<file path="config.mk">
export PLATFORM = sky130hd
export DESIGN_NAME = reset_interrupt_vector_select
export DESIGN_NICKNAME = d
export VERILOG_FILES = /design/src/design/vector_select_pkg.sv /design/src/design/reset_interrupt_vector_select.sv
export VERILOG_INCLUDE_DIRS = /design/src /design/src/design
export SDC_FILE = /design/constraint.sdc
export NUM_CORES = 1
export LEC_CHECK = 0
export BUFFER_PORTS_ARGS = -buffer_cell sky130_fd_sc_hd__buf_2
export CORE_MARGIN = 1.5
export CORE_UTILIZATION = 46
export CTS_CLUSTER_DIAMETER = 40
export DETAILED_ROUTE_END_ITERATION = 8
export HOLD_SLACK_MARGIN = 0.12
export PLACE_DENSITY = 0.77
export SLEW_MARGIN = 40
export SYNTH_ARGS = -nofsm -noshare
export SYNTH_HDL_FRONTEND = slang
export SYNTH_SLANG_ARGS = --single-unit
export TNS_END_PERCENT = 20
</file>
<file path="constraint.sdc">
create_clock -name clk -period 2.8 [get_ports clk]
set_input_delay 0.14 -clock clk [delete_from_list [all_inputs] [get_ports clk]]
set_output_delay 0.14 -clock clk [all_outputs]
set_load 0.02 [all_outputs]
</file>
<file path="src/design/vector_select_defs.svh">
// Constants for the reset and interrupt vector selector
`ifndef VECTOR_SELECT_DEFS_SVH
`define VECTOR_SELECT_DEFS_SVH

`define IVS_ADDR_W          12
`define IVS_NUM_SRC         25
`define IVS_RESET_ADDR      12'h000
`define IVS_FUSE_PROGRAMMED 1'h0
`define IVS_OFF_EXT0        12'h001
`define IVS_OFF_EXT1        12'h002
`define IVS_OFF_PCG0        12'h003
`define IVS_OFF_PCG1        12'h004
`define IVS_OFF_PCG2        12'h005
`define IVS_OFF_WDOG        12'h006
`define IVS_OFF_T2_MA       12'h007
`define IVS_OFF_T2_MB       12'h008
`define IVS_OFF_T2_OVF      12'h009
`define IVS_OFF_T1_CAP      12'h00A
`define IVS_OFF_T1_MA       12'h00B
`define IVS_OFF_T1_MB       12'h00C
`define IVS_OFF_T1_OVF      12'h00D
`define IVS_OFF_T0_MA       12'h00E
`define IVS_OFF_T0_MB       12'h00F
`define IVS_OFF_T0_OVF      12'h010
`define IVS_OFF_SPX         12'h011
`define IVS_OFF_RXC         12'h012
`define IVS_OFF_TXE         12'h013
`define IVS_OFF_TXC         12'h014
`define IVS_OFF_CONV        12'h015
`define IVS_OFF_NVM         12'h016
`define IVS_OFF_ACMP        12'h017
`define IVS_OFF_TWO_WIRE    12'h018
`define IVS_OFF_STORE       12'h019

`endif

</file>
<file path="src/design/vector_select_pkg.sv">
// Types shared by the vector selector and its bench
package vector_select_pkg;
  `include "vector_select_defs.svh"

  // Sequencer states
  typedef enum logic [1:0] {
    ST_START = 2'b00,
    ST_RESET = 2'b01,
    ST_IDLE  = 2'b10,
    ST_IRQ   = 2'b11
  } vec_state_e;

  // Vector offered to the core
  typedef struct packed {
    logic                   valid;
    logic                   is_reset;
    logic [4:0]             num;
    logic [`IVS_ADDR_W-1:0] addr;
  } vec_out_s;

  // Whole state of the selector
  typedef struct packed {
    vec_state_e state;
    vec_out_s   out;
  } ctl_s;
endpackage

</file>
<file path="src/design/reset_interrupt_vector_select.sv">
// Reset and interrupt vector address generator for the core fetch unit
//
// Behaviour
// - Unprogrammed fuse: every reset starts at 0x000.
// - Programmed fuse: reset starts at boot address.
// - Vector select set: vectors offset by boot start.
// - Fuse 1 unprogrammed, 0 programmed.
// - Select set: table starts boot address plus 0x001.
// - Select clear: table starts at 0x001.
// - External 0, 1, watchdog at 0x001, 0x002, 0x006.
// - Pin-change groups 0-2 at 0x003 to 0x005.
// - Timer 2 matches, overflow at 0x007-0x009.
// - Timer 1 capture, matches at 0x00A-0x00C.
// - Timer 1 overflow, timer 0 matches 0x00D-0x00F.
// - Timer 0 overflow 0x010, serial periph 0x011.
// - Serial port events at 0x012 to 0x014.
// - Converter, data memory, comparator 0x015-0x017.
// - Two-wire 0x018, program store 0x019, last.
`timescale 1ns/1ps
`default_nettype none
`include "vector_select_defs.svh"

module reset_interrupt_vector_select (
  // Clock and reset
  input  wire logic                        clk,
  input  wire logic                        rst,
  // Configuration
  input  wire logic                        boot_reset_fuse,
  input  wire logic                        vector_select_bit,
  input  wire logic [`IVS_ADDR_W-1:0]      boot_reset_addr,
  // Requests, already masked by the flag logic
  input  wire logic [`IVS_NUM_SRC-1:0]     irq_req,
  // Core handshake
  input  wire logic                        core_accept,
  input  wire logic                        vec_ack,
  output var  vector_select_pkg::vec_out_s vec_out
);

  // Registered state and its next value
  vector_select_pkg::ctl_s cur_reg;
  vector_select_pkg::ctl_s cur_next;

  // Lowest set request bit; bit 0 has top priority
  function automatic logic [4:0] lowest_index(input logic [`IVS_NUM_SRC-1:0] r);
    logic [4:0] idx;
    idx = 5'h00;
    for (int i = `IVS_NUM_SRC - 1; i >= 0; i--) begin
      if (r[i]) begin
        idx = 5'(i);
      end
    end
    return idx;
  endfunction

  // Table offset of each source bit
  function automatic logic [`IVS_ADDR_W-1:0] vector_offset(input logic [4:0] idx);
    logic [`IVS_ADDR_W-1:0] off;
    off = `IVS_OFF_EXT0;
    case (idx)
      5'h00: off = `IVS_OFF_EXT0;
      5'h01: off = `IVS_OFF_EXT1;
      5'h02: off = `IVS_OFF_PCG0;
      5'h03: off = `IVS_OFF_PCG1;
      5'h04: off = `IVS_OFF_PCG2;
      5'h05: off = `IVS_OFF_WDOG;
      5'h06: off = `IVS_OFF_T2_MA;
      5'h07: off = `IVS_OFF_T2_MB;
      5'h08: off = `IVS_OFF_T2_OVF;
      5'h09: off = `IVS_OFF_T1_CAP;
      5'h0A: off = `IVS_OFF_T1_MA;
      5'h0B: off = `IVS_OFF_T1_MB;
      5'h0C: off = `IVS_OFF_T1_OVF;
      5'h0D: off = `IVS_OFF_T0_MA;
      5'h0E: off = `IVS_OFF_T0_MB;
      5'h0F: off = `IVS_OFF_T0_OVF;
      5'h10: off = `IVS_OFF_SPX;
      5'h11: off = `IVS_OFF_RXC;
      5'h12: off = `IVS_OFF_TXE;
      5'h13: off = `IVS_OFF_TXC;
      5'h14: off = `IVS_OFF_CONV;
      5'h15: off = `IVS_OFF_NVM;
      5'h16: off = `IVS_OFF_ACMP;
      5'h17: off = `IVS_OFF_TWO_WIRE;
      5'h18: off = `IVS_OFF_STORE;
      default: off = `IVS_OFF_EXT0;   // Out of range bits never set
    endcase
    return off;
  endfunction

  // Table base: boot start when relocated, else zero
  function automatic logic [`IVS_ADDR_W-1:0] table_base(input logic sel,
                                                        input logic [`IVS_ADDR_W-1:0] boot);
    return sel ? boot : `IVS_RESET_ADDR;
  endfunction

  // Winning source, decoded once for the next-state logic
  logic [4:0] win_idx;
  assign win_idx = lowest_index(irq_req);

  // Next-state logic
  always_comb begin
    cur_next = cur_reg;
    case (cur_reg.state)
      vector_select_pkg::ST_START: begin
        // Fuse is read only after reset release, so a strap change is seen cleanly
        cur_next.state        = vector_select_pkg::ST_RESET;
        cur_next.out.valid    = 1'b1;
        cur_next.out.is_reset = 1'b1;
        cur_next.out.num      = 5'h01;
        if (boot_reset_fuse == `IVS_FUSE_PROGRAMMED) begin
          cur_next.out.addr = boot_reset_addr;
        end else begin
          cur_next.out.addr = `IVS_RESET_ADDR;
        end
      end
      vector_select_pkg::ST_RESET, vector_select_pkg::ST_IRQ: begin
        // Vector held stable until the core takes it
        if (vec_ack) begin
          cur_next.state        = vector_select_pkg::ST_IDLE;
          cur_next.out.valid    = 1'b0;
          cur_next.out.is_reset = 1'b0;
        end
      end
      vector_select_pkg::ST_IDLE: begin
        // Core gates dispatch; without its accept the table is never fetched
        if (core_accept && (|irq_req)) begin
          cur_next.state        = vector_select_pkg::ST_IRQ;
          cur_next.out.valid    = 1'b1;
          cur_next.out.is_reset = 1'b0;
          cur_next.out.num      = 5'(win_idx + 5'h02);
          cur_next.out.addr     = 12'(table_base(vector_select_bit, boot_reset_addr)
                                      + vector_offset(win_idx));
        end
      end
      default: begin
        cur_next.state = vector_select_pkg::ST_START;
      end
    endcase
  end

  // State register
  always_ff @(posedge clk) begin
    if (rst) begin
      cur_reg.state        <= vector_select_pkg::ST_START;
      cur_reg.out.valid    <= 1'b0;
      cur_reg.out.is_reset <= 1'b0;
      cur_reg.out.num      <= 5'h00;
      cur_reg.out.addr     <= `IVS_RESET_ADDR;
    end else begin
      cur_reg <= cur_next;
    end
  end

  // Outputs come straight from the state register
  assign vec_out = cur_reg.out;

  // Grant condition used by the checks
  logic grant;
  assign grant = (cur_reg.state == vector_select_pkg::ST_IDLE) && core_accept && (|irq_req);
endmodule
`default_nettype wire

</file>
---- Yosys cells after proc, flatten, opt, wreduce, memory -nomap -nowiden ----
Memories as Yosys holds them, arrays and structs flattened.
Cells that the tools add are included.
word-level totals
  bits in registers ....................... 21
  word-level logic and storage cells ...... 53
  memory bits (read-only) ................. 160
  output and inout bits ................... 19
  bits of input ports ..................... 43
  memories ................................ 1
operators by class
  equal/unequal tests ..................... 5
  muxes and demuxes ....................... 33
  add/subtract/negate cells ............... 2
  reductions and logical operators ........ 7
memory list
  name              depth  width  rd ports  clocked after Yosys merged registers in  wr ports  line                                 RTL
  (name not given)  32     5      1         0                                        0         reset_interrupt_vector_select.sv:59  case (idx)
operators by type and width
  operator                                             number
  two-way mux 5 bit                                    25
  two-way mux 12 bit                                   4
  case mux 17 bit (2 select lines)                     1
  OR reduction 25 bit                                  1
  two-way mux 21 bit                                   1
  adder 12 bit                                         1
  case mux 4 bit (3 select lines)                      1
  adder 5 x 2 -> 5 bit, second input constant          1
  equality test 2 bit, second input constant           2
  two-way mux 4 bit                                    1
  inequality test 2 bit, second input constant         2
  AND reduction 2 bit                                  2
  equality test 2 x 1 -> 1 bit, second input constant  1
  zero test 2 bit                                      1
  nonzero test 2 bit                                   1
  OR reduction 2 bit                                   1
  logical AND 1 bit                                    1

---- Logic depth before layout (Yosys ltp) ----
Gate-level depths: netlist (run 1).
An unclocked memory read counts as a cell.
  depth after elaboration ................. 31
  depth in mapped cells ................... 16
  depth with buffers taken out ............ 16

---- Least setup slack after synthesis (run 1) ----
No wires, ideal clock.
  path kind ............................... input to register
  start ................................... input irq_req[17]
  end ..................................... register cur_reg, in the netlist vec_out[9]
  stages .................................. 14
  path buffers ............................ 0
  path slack .............................. -0.062 ns
  data required time ...................... 2.667 ns
  setup time .............................. 0.133 ns
  arrival time ............................ 2.729 ns
  path through ............................ or3_1 > o211ai_1 > a311oi_1 > o21bai_1 > inv_1 > ha_1 > o31a_1 > ha_1 > a211oi_1 > nor2_1 > a41oi_1 > xnor2_1 > a221oi_1 > nor3_2
between the ends
  word-level cells in the longest chain between the ends .. 24
  elaborated cells on any way between the ends .. 28
  those cells by class .................... add/sub: 1; eq/ne: 1; mux: 22; reduce/logical: 3; memory: 1
RTL lines
  element                           line                                  RTL
  start, declared                   reset_interrupt_vector_select.sv:32   input wire logic [`IVS_NUM_SRC-1:0] irq_req,
  two-way mux 5 bit (18 in a row)   reset_interrupt_vector_select.sv:48   if (r[i]) begin
  memory (32 x 5 bit)               -
  two-way mux 12 bit                reset_interrupt_vector_select.sv:126  if (core_accept && (|irq_req)) begin
  two-way mux 12 bit                reset_interrupt_vector_select.sv:103  case (cur_reg.state)
  adder 12 bit                      reset_interrupt_vector_select.sv:132  + vector_offset(win_idx));
  two-way mux 21 bit                reset_interrupt_vector_select.sv:126
  case mux 17 bit (2 select lines)  reset_interrupt_vector_select.sv:103
  end signal, assigned              reset_interrupt_vector_select.sv:150  cur_reg <= cur_next;
  end, declared                     reset_interrupt_vector_select.sv:40   vector_select_pkg::ctl_s cur_reg;
Several ways; a longest one is shown, not always the timed one. The select of a mux whose other input is x is not followed.
A chain may end at the register's enable or synchronous reset.

---- Worst setup path in the final report (run 1) ----
  start ................................... input irq_req[13]
  end ..................................... register cur_reg, in the netlist vec_out[10]
between the ends
  word-level cells in the longest chain between the ends .. 20
  elaborated cells on any way between the ends .. 24
  those cells by class .................... add/sub: 1; eq/ne: 1; mux: 18; reduce/logical: 3; memory: 1
RTL lines
  element                           line
  two-way mux 5 bit (14 in a row)   reset_interrupt_vector_select.sv:48
  memory (32 x 5 bit)               -
  two-way mux 12 bit                reset_interrupt_vector_select.sv:126
  two-way mux 12 bit                reset_interrupt_vector_select.sv:103
  adder 12 bit                      reset_interrupt_vector_select.sv:132
  two-way mux 21 bit                reset_interrupt_vector_select.sv:126
  case mux 17 bit (2 select lines)  reset_interrupt_vector_select.sv:103
Several ways; a longest one is shown, not always the timed one. The select of a mux whose other input is x is not followed.

==> qor.csv, run 1 <==
metric,value,unit
status,"finished, violations left",
violations,negative setup slack,
drive_above_1_share,0.478,
clk_pin_slew_worst_paths,70,ps
min_path_cells,3,
cp-end-kind,flop,
die_h,66.5,µm
synth_warnings,0,
reg2reg_to,vec_out[10],
port_buffers,61,
vias_per_cell,5.62,
synth_cell_type_count,53,
synthFlopType,dfxtp_1,
drv_cap,0,
ir_worst_vdd,0.000148,V
row_count,22,
root_buffer,clkbuf_8,
synth_edf_count,0,
critPathMaxFanout,4,
area_growth,38.0,%
dpl.hpwl,3760,µm
start_util,0.492,
final_max_slew_viol_count,0,
hold_viol,0,
cp.depth,16,
antenna_found_initial,0,
final_common_cell,buf_2,
reg2reg_depth,5,
yosysSeqAreaShare,0.216,
ys_ff_latch,20,
synth-adder-area-share,0.0580,
slew_headroom,0.533,
post-route-util,0.679,
wirelength,5150,µm
finalPower,869,µW
worst-r2r-setup-slack,950,ps
cp.required,2980,ps
pre_cts_slack,-452,ps
final_net_count,364,
route.met2.wl,2640,µm
cts_max_level,1,
synth_top_family_by_area,simple AND/OR/NAND/NOR gates,
setup.worst_path.class,in2reg,
cp_cell_sequence,buf_6 -> or3_1 -> o211ai_1 -> a311oi_2 -> o21bai_1 -> inv_1 -> ha_4 -> buf_4 -> mux2i_1 -> ha_2 -> a21oi_2 -> o211ai_1 -> buf_4 -> a31oi_1 -> o21ai_0 -> a311oi_2,
die_area,4420,µm²
cts_buffers,3,
critPathTopFamily,compound AO/OA/AOI/OAI gates,
syn-instance-count,232,
hp-start,boot_reset_addr[11],
pin_count,62,
multiInputGateArea,1380,µm²
crit_slowest_cell,or3_1,
dr_wl_met3,199,µm
path_buf_inv,4,
syn_avg_cell_area,8.00,µm²
start_kind,input pin,
grt_pass1_vias,1880,
max_freq,331,MHz
skew,3.38,ps
drc,0,
regArea,400,µm²
fill_cells,300,
gp_congestion,0.852,
reg2reg_from,cur_reg[20],
finalCriticalPeriod,3020,ps
highest_layer,met4,
cellLeakagePower,1.12,nW
min_period_over_period,1.08,
chipWidth,66.5,µm
met1_length,2270,µm
clk_latency,260,ps
routedWlPerCell,14.3,µm
cts_tree,built,
synth_xor_area_frac,0.0378,
setup_tns,-892,ps
placed_cell_area,2320,µm²
arrival,3210,ps
min_to,vec_out[11],
synthesis.nets,283,
grt_first_pass_wirelength,7980,µm
final_cells,360,
hold_class,in2reg,
clock-sinks,20,
slowest_delay,350,ps
ant_nets,0,
postLayoutCellArea,2560,µm²
muxShareOfSynthArea,0.00539,
via_count,2024,
grt_usage,0.229,
grt.overflow.total,0,
final_cell_mix,"buf_2, buf_4, nor2_1",
dp_cells,349,
core,3770,µm²
cts_buffer_depth,2,
largest_reg_flops,18,
drt_iter0_markers,151,
synth_compound_area_frac,0.266,
grt_max_degree,22,
drt_first_pass_iters,4,
synthArstFlopShare,0,
synth-simple-area-share,0.303,
fin_ws,-225,ps
worst_pin_slew,698,ps
diodes,0,
rsz0062_at_grt,yes,
finalSetupViolCount,8,
whs,215,ps
p_per_area,339,nW/µm²
netlist_area,1860,µm²
==> synth_stat cells (all sizes together) (2+ instances only) <==
cell type,count,area (µm²)
nand3,8,45.0
xnor2,5,43.8
inv,5,18.8
nor4,5,71.3
o41ai,2,36.3
nand4,4,25.0
a211oi,6,45.0
a31oi,3,18.8
a41oi,2,17.5
ha,7,87.6
clkbuf,5,18.8
nand2,12,50.1
and2,6,37.5
o21ai,11,55.1
o211ai,3,22.5
a311oi,3,38.8
dfxtp,20,400
nor2b,4,25.0
a221oi,9,78.8
nor3,13,90.1
buf,23,175
o21bai,5,37.5
nor3b,3,22.5
xor2,3,26.3
a21o,2,22.5
nand2b,2,12.5
a22oi,2,15.0
o311ai,2,17.5
nor2,34,128
or3,2,12.5
a21oi,8,43.8
nand3b,3,22.5
==> metal layers <==
metal  track usage  vias to the layer above
met5             0                        -
met4        0.0867                        0
met3        0.0135                        4
met2         0.398                       62
met1         0.297                      948
li1              -                     1010
==> cell type report <==
type,instances,area share
tap,48,0.0235
multi-input combinational,179,0.539
inverter,5,0.00733
timing repair buffer,104,0.252
sequential,20,0.156
clock buffer,4,0.0215
==> worst max-delay path by stage <==
stage                     start     endpoint  slack [ps]
finish              irq_req[13]  vec_out[10]        -220
global route        irq_req[13]  vec_out[10]        -310
CTS                 irq_req[22]   vec_out[8]         -80
detailed placement  irq_req[22]   vec_out[8]        -450
global placement    irq_req[22]   vec_out[8]        -410
floorplan           irq_req[22]   vec_out[8]          -9
==> worst register-to-register path, delay by kind of cell (launching register included) <==
| family | cells | cell delay (ps) |
|---|---|---|
| and+or+nand+nor | 4 | 1130 |
| AOI/OAI and AO/OA | 1 | 230 |
| DFF | 1 | 420 |
==> kinds of logic after synthesis <==
logic type,after synthesis
adders and majority gates,8
DFF,20
xor gates and xnor gates,8
buffers and inverters,33
muxes,1
AOI/OAI and AO/OA,63
and+or+nand+nor,99
==> report_power, final <==
group	internal (mW)	switching (mW)
clock	0.125	0.0949
sequential	0.307	0.0131
combinational	0.147	0.181
==> repair_timing <==
action | CTS | global route
gates resized for setup | 6 | 21
endpoints found under the setup margin | 9 | 9
pin swaps | 18 | 26
hold buffers | 1 | 0
buffers inserted | 5 | 1
endpoints found under the hold margin | 1 | 0
Note: power is estimated with default switching activity, not from simulation.
==> inputs of run 2 (changes only) <==
--- a/config.mk
+++ b/config.mk
@@ -13,6 +13,7 @@
 export DETAILED_ROUTE_END_ITERATION = 8
 export HOLD_SLACK_MARGIN = 0.12
 export PLACE_DENSITY = 0.77
+export SETUP_SLACK_MARGIN = 0.3
 export SLEW_MARGIN = 40
 export SYNTH_ARGS = -nofsm -noshare
 export SYNTH_HDL_FRONTEND = slang
==> qor.csv, run 2 (synthesis results as in run 1) <==
metric,value,unit
reg2reg_from,cur_reg[20],
p_comb_frac,0.357,
start_util,0.492,
worst-r2r-setup-slack,810,ps
whs,130,ps
ir_worst_vdd,0.000215,V
clock-sinks,20,
grt.overflow.total,0,
pwr-share-clk,0.301,
chipWidth,66.5,µm
final_max_slew_viol_count,0,
cts_tree,built,
fin_ws,-135,ps
final_cells,356,
grt_pass1_vias,1889,
start_kind,input pin,
reg2reg_depth,5,
routedWlPerCell,15.0,µm
finalSetupViolCount,9,
root_buffer,clkbuf_8,
drt_iter0_markers,144,
drive_above_1_share,0.481,
skew,5.81,ps
setup.worst_path.class,in2reg,
drc,0,
clk_latency,260,ps
dp_cells,347,
cts_max_level,1,
min_period_over_period,1.05,
antenna_found_initial,0,
p_int,645,µW
drt_first_pass_iters,4,
hold_viol,0,
hp-start,vec_ack,
cts_hold_buf,0,
port_buffers,61,
reg2reg_to,vec_out[10],
post-route-util,0.680,
slew_headroom,0.473,
pre_cts_slack,-400,ps
final_common_cell,buf_2,
cp-end-kind,flop,
drv_cap,0,
rsz0062_at_grt,yes,
worst_pin_slew,788,ps
fill_cells,295,
critPathMaxFanout,4,
ant_nets,0,
clk_pin_slew_worst_paths,70,ps
cellLeakagePower,1.12,nW
final_cell_mix,"buf_2, buf_4, nor2_1",
min_path_cells,2,
pin_count,62,
via_count,2036,
p_switching,293,µW
p_sw_frac,0.313,
die_h,66.5,µm
diodes,0,
die_area,4420,µm²
dpl.hpwl,3880,µm
share_seq_of_total_power,0.342,
violations,negative setup slack,
gp_congestion,0.852,
status,"finished, violations left",
row_count,22,
grt_max_degree,22,
arrival,3070,ps
wirelength,5340,µm
core,3770,µm²
cts_buffers,3,
min_to,cur_reg[19],
grt_usage,0.227,
cts_buffer_depth,2,
largest_reg_flops,18,
hold_class,in2reg,
p_per_area,366,nW/µm²
grt_first_pass_wirelength,7950,µm
final_net_count,360,
vias_per_cell,5.72,
max_freq,341,MHz
cp.required,2940,ps
finalCriticalPeriod,2940,ps
area_growth,38.2,%
-- run 2: final cells by class --
cell class / count / area, µm² / share of cell area
Sequential cell: 20 / 400 / 0.156
Multi-Input combinational cell: 179 / 1400 / 0.546
Timing Repair Buffer: 100 / 614 / 0.240
Clock buffer: 3 / 41.3 / 0.0161
Tap cell: 48 / 60.1 / 0.0234
Inverter: 5 / 18.8 / 0.00732
Clock inverter: 1 / 30.0 / 0.0117
-- run 2: how the worst max path moves through the flow --
stage | cells past startpoint | end | start | slack, ps
final | 17 | vec_out[8] | irq_req[22] | -140
after detailed placement | 16 | vec_out[5] | irq_req[22] | -400
after global routing | 17 | vec_out[8] | irq_req[19] | -270
after floorplan | 16 | vec_out[8] | irq_req[22] | -9
after global placement | 17 | vec_out[8] | irq_req[22] | -350
after CTS | 17 | vec_out[8] | irq_req[22] | -50
-- run 2: critical path: stages --
cell and delay [ps]:
buf_6 90, nand2b_4 120, a221oi_2 230, o211ai_1 130
a311oi_1 340, o21bai_1 150, inv_1 110, ha_4 140
a41o_1 140, o21ai_1 70, ha_1 360, nand4_1 120
o211ai_1 270, nand3_1 150, xnor2_1 160, a221oi_2 270
nor3_2 70
-- run 2: power by group through the flow --
stage | clock, mW | combinational (mW) | sequential [mW]
finish | 0.283 | 0.335 | 0.320
global route | 0.296 | 0.361 | 0.322
CTS | 0.283 | 0.308 | 0.321
detailed placement | 0 | 0.290 | 0.327
global placement | 0 | 0.282 | 0.326
floorplan | 0 | 0.201 | 0.322
-- run 2: per-stage QoR --
step	area [µm²]	TNS [ps]	power [mW]
final	2560	-667	0.938
after global placement	2310	-2430	0.608
after CTS	2450	-91.6	0.912
after floorplan	1880	-15.4	0.524
after global routing	2560	-1760	0.979
after detailed placement	2310	-3220	0.618
-- run 2: repair_timing --
action / in CTS / in global routing
setup endpoints to repair: 10 / 10
buffers inserted: 1 / 4
pin swaps: 15 / 20
resized for setup: 11 / 19
-- run 2: per-layer routing --
| layer | up-vias | track usage | share of wire | wire length [µm] |
|---|---|---|---|---|
| li1 | 996 | - | - | - |
| met2 | 69 | 0.423 | 0.54 | 2860 |
| met1 | 961 | 0.270 | 0.40 | 2140 |
| met4 | 0 | 0.0842 | 0.019 | 104 |
| met3 | 10 | 0.0152 | 0.044 | 233 |
| met5 | - | 0 | 0 | 0 |
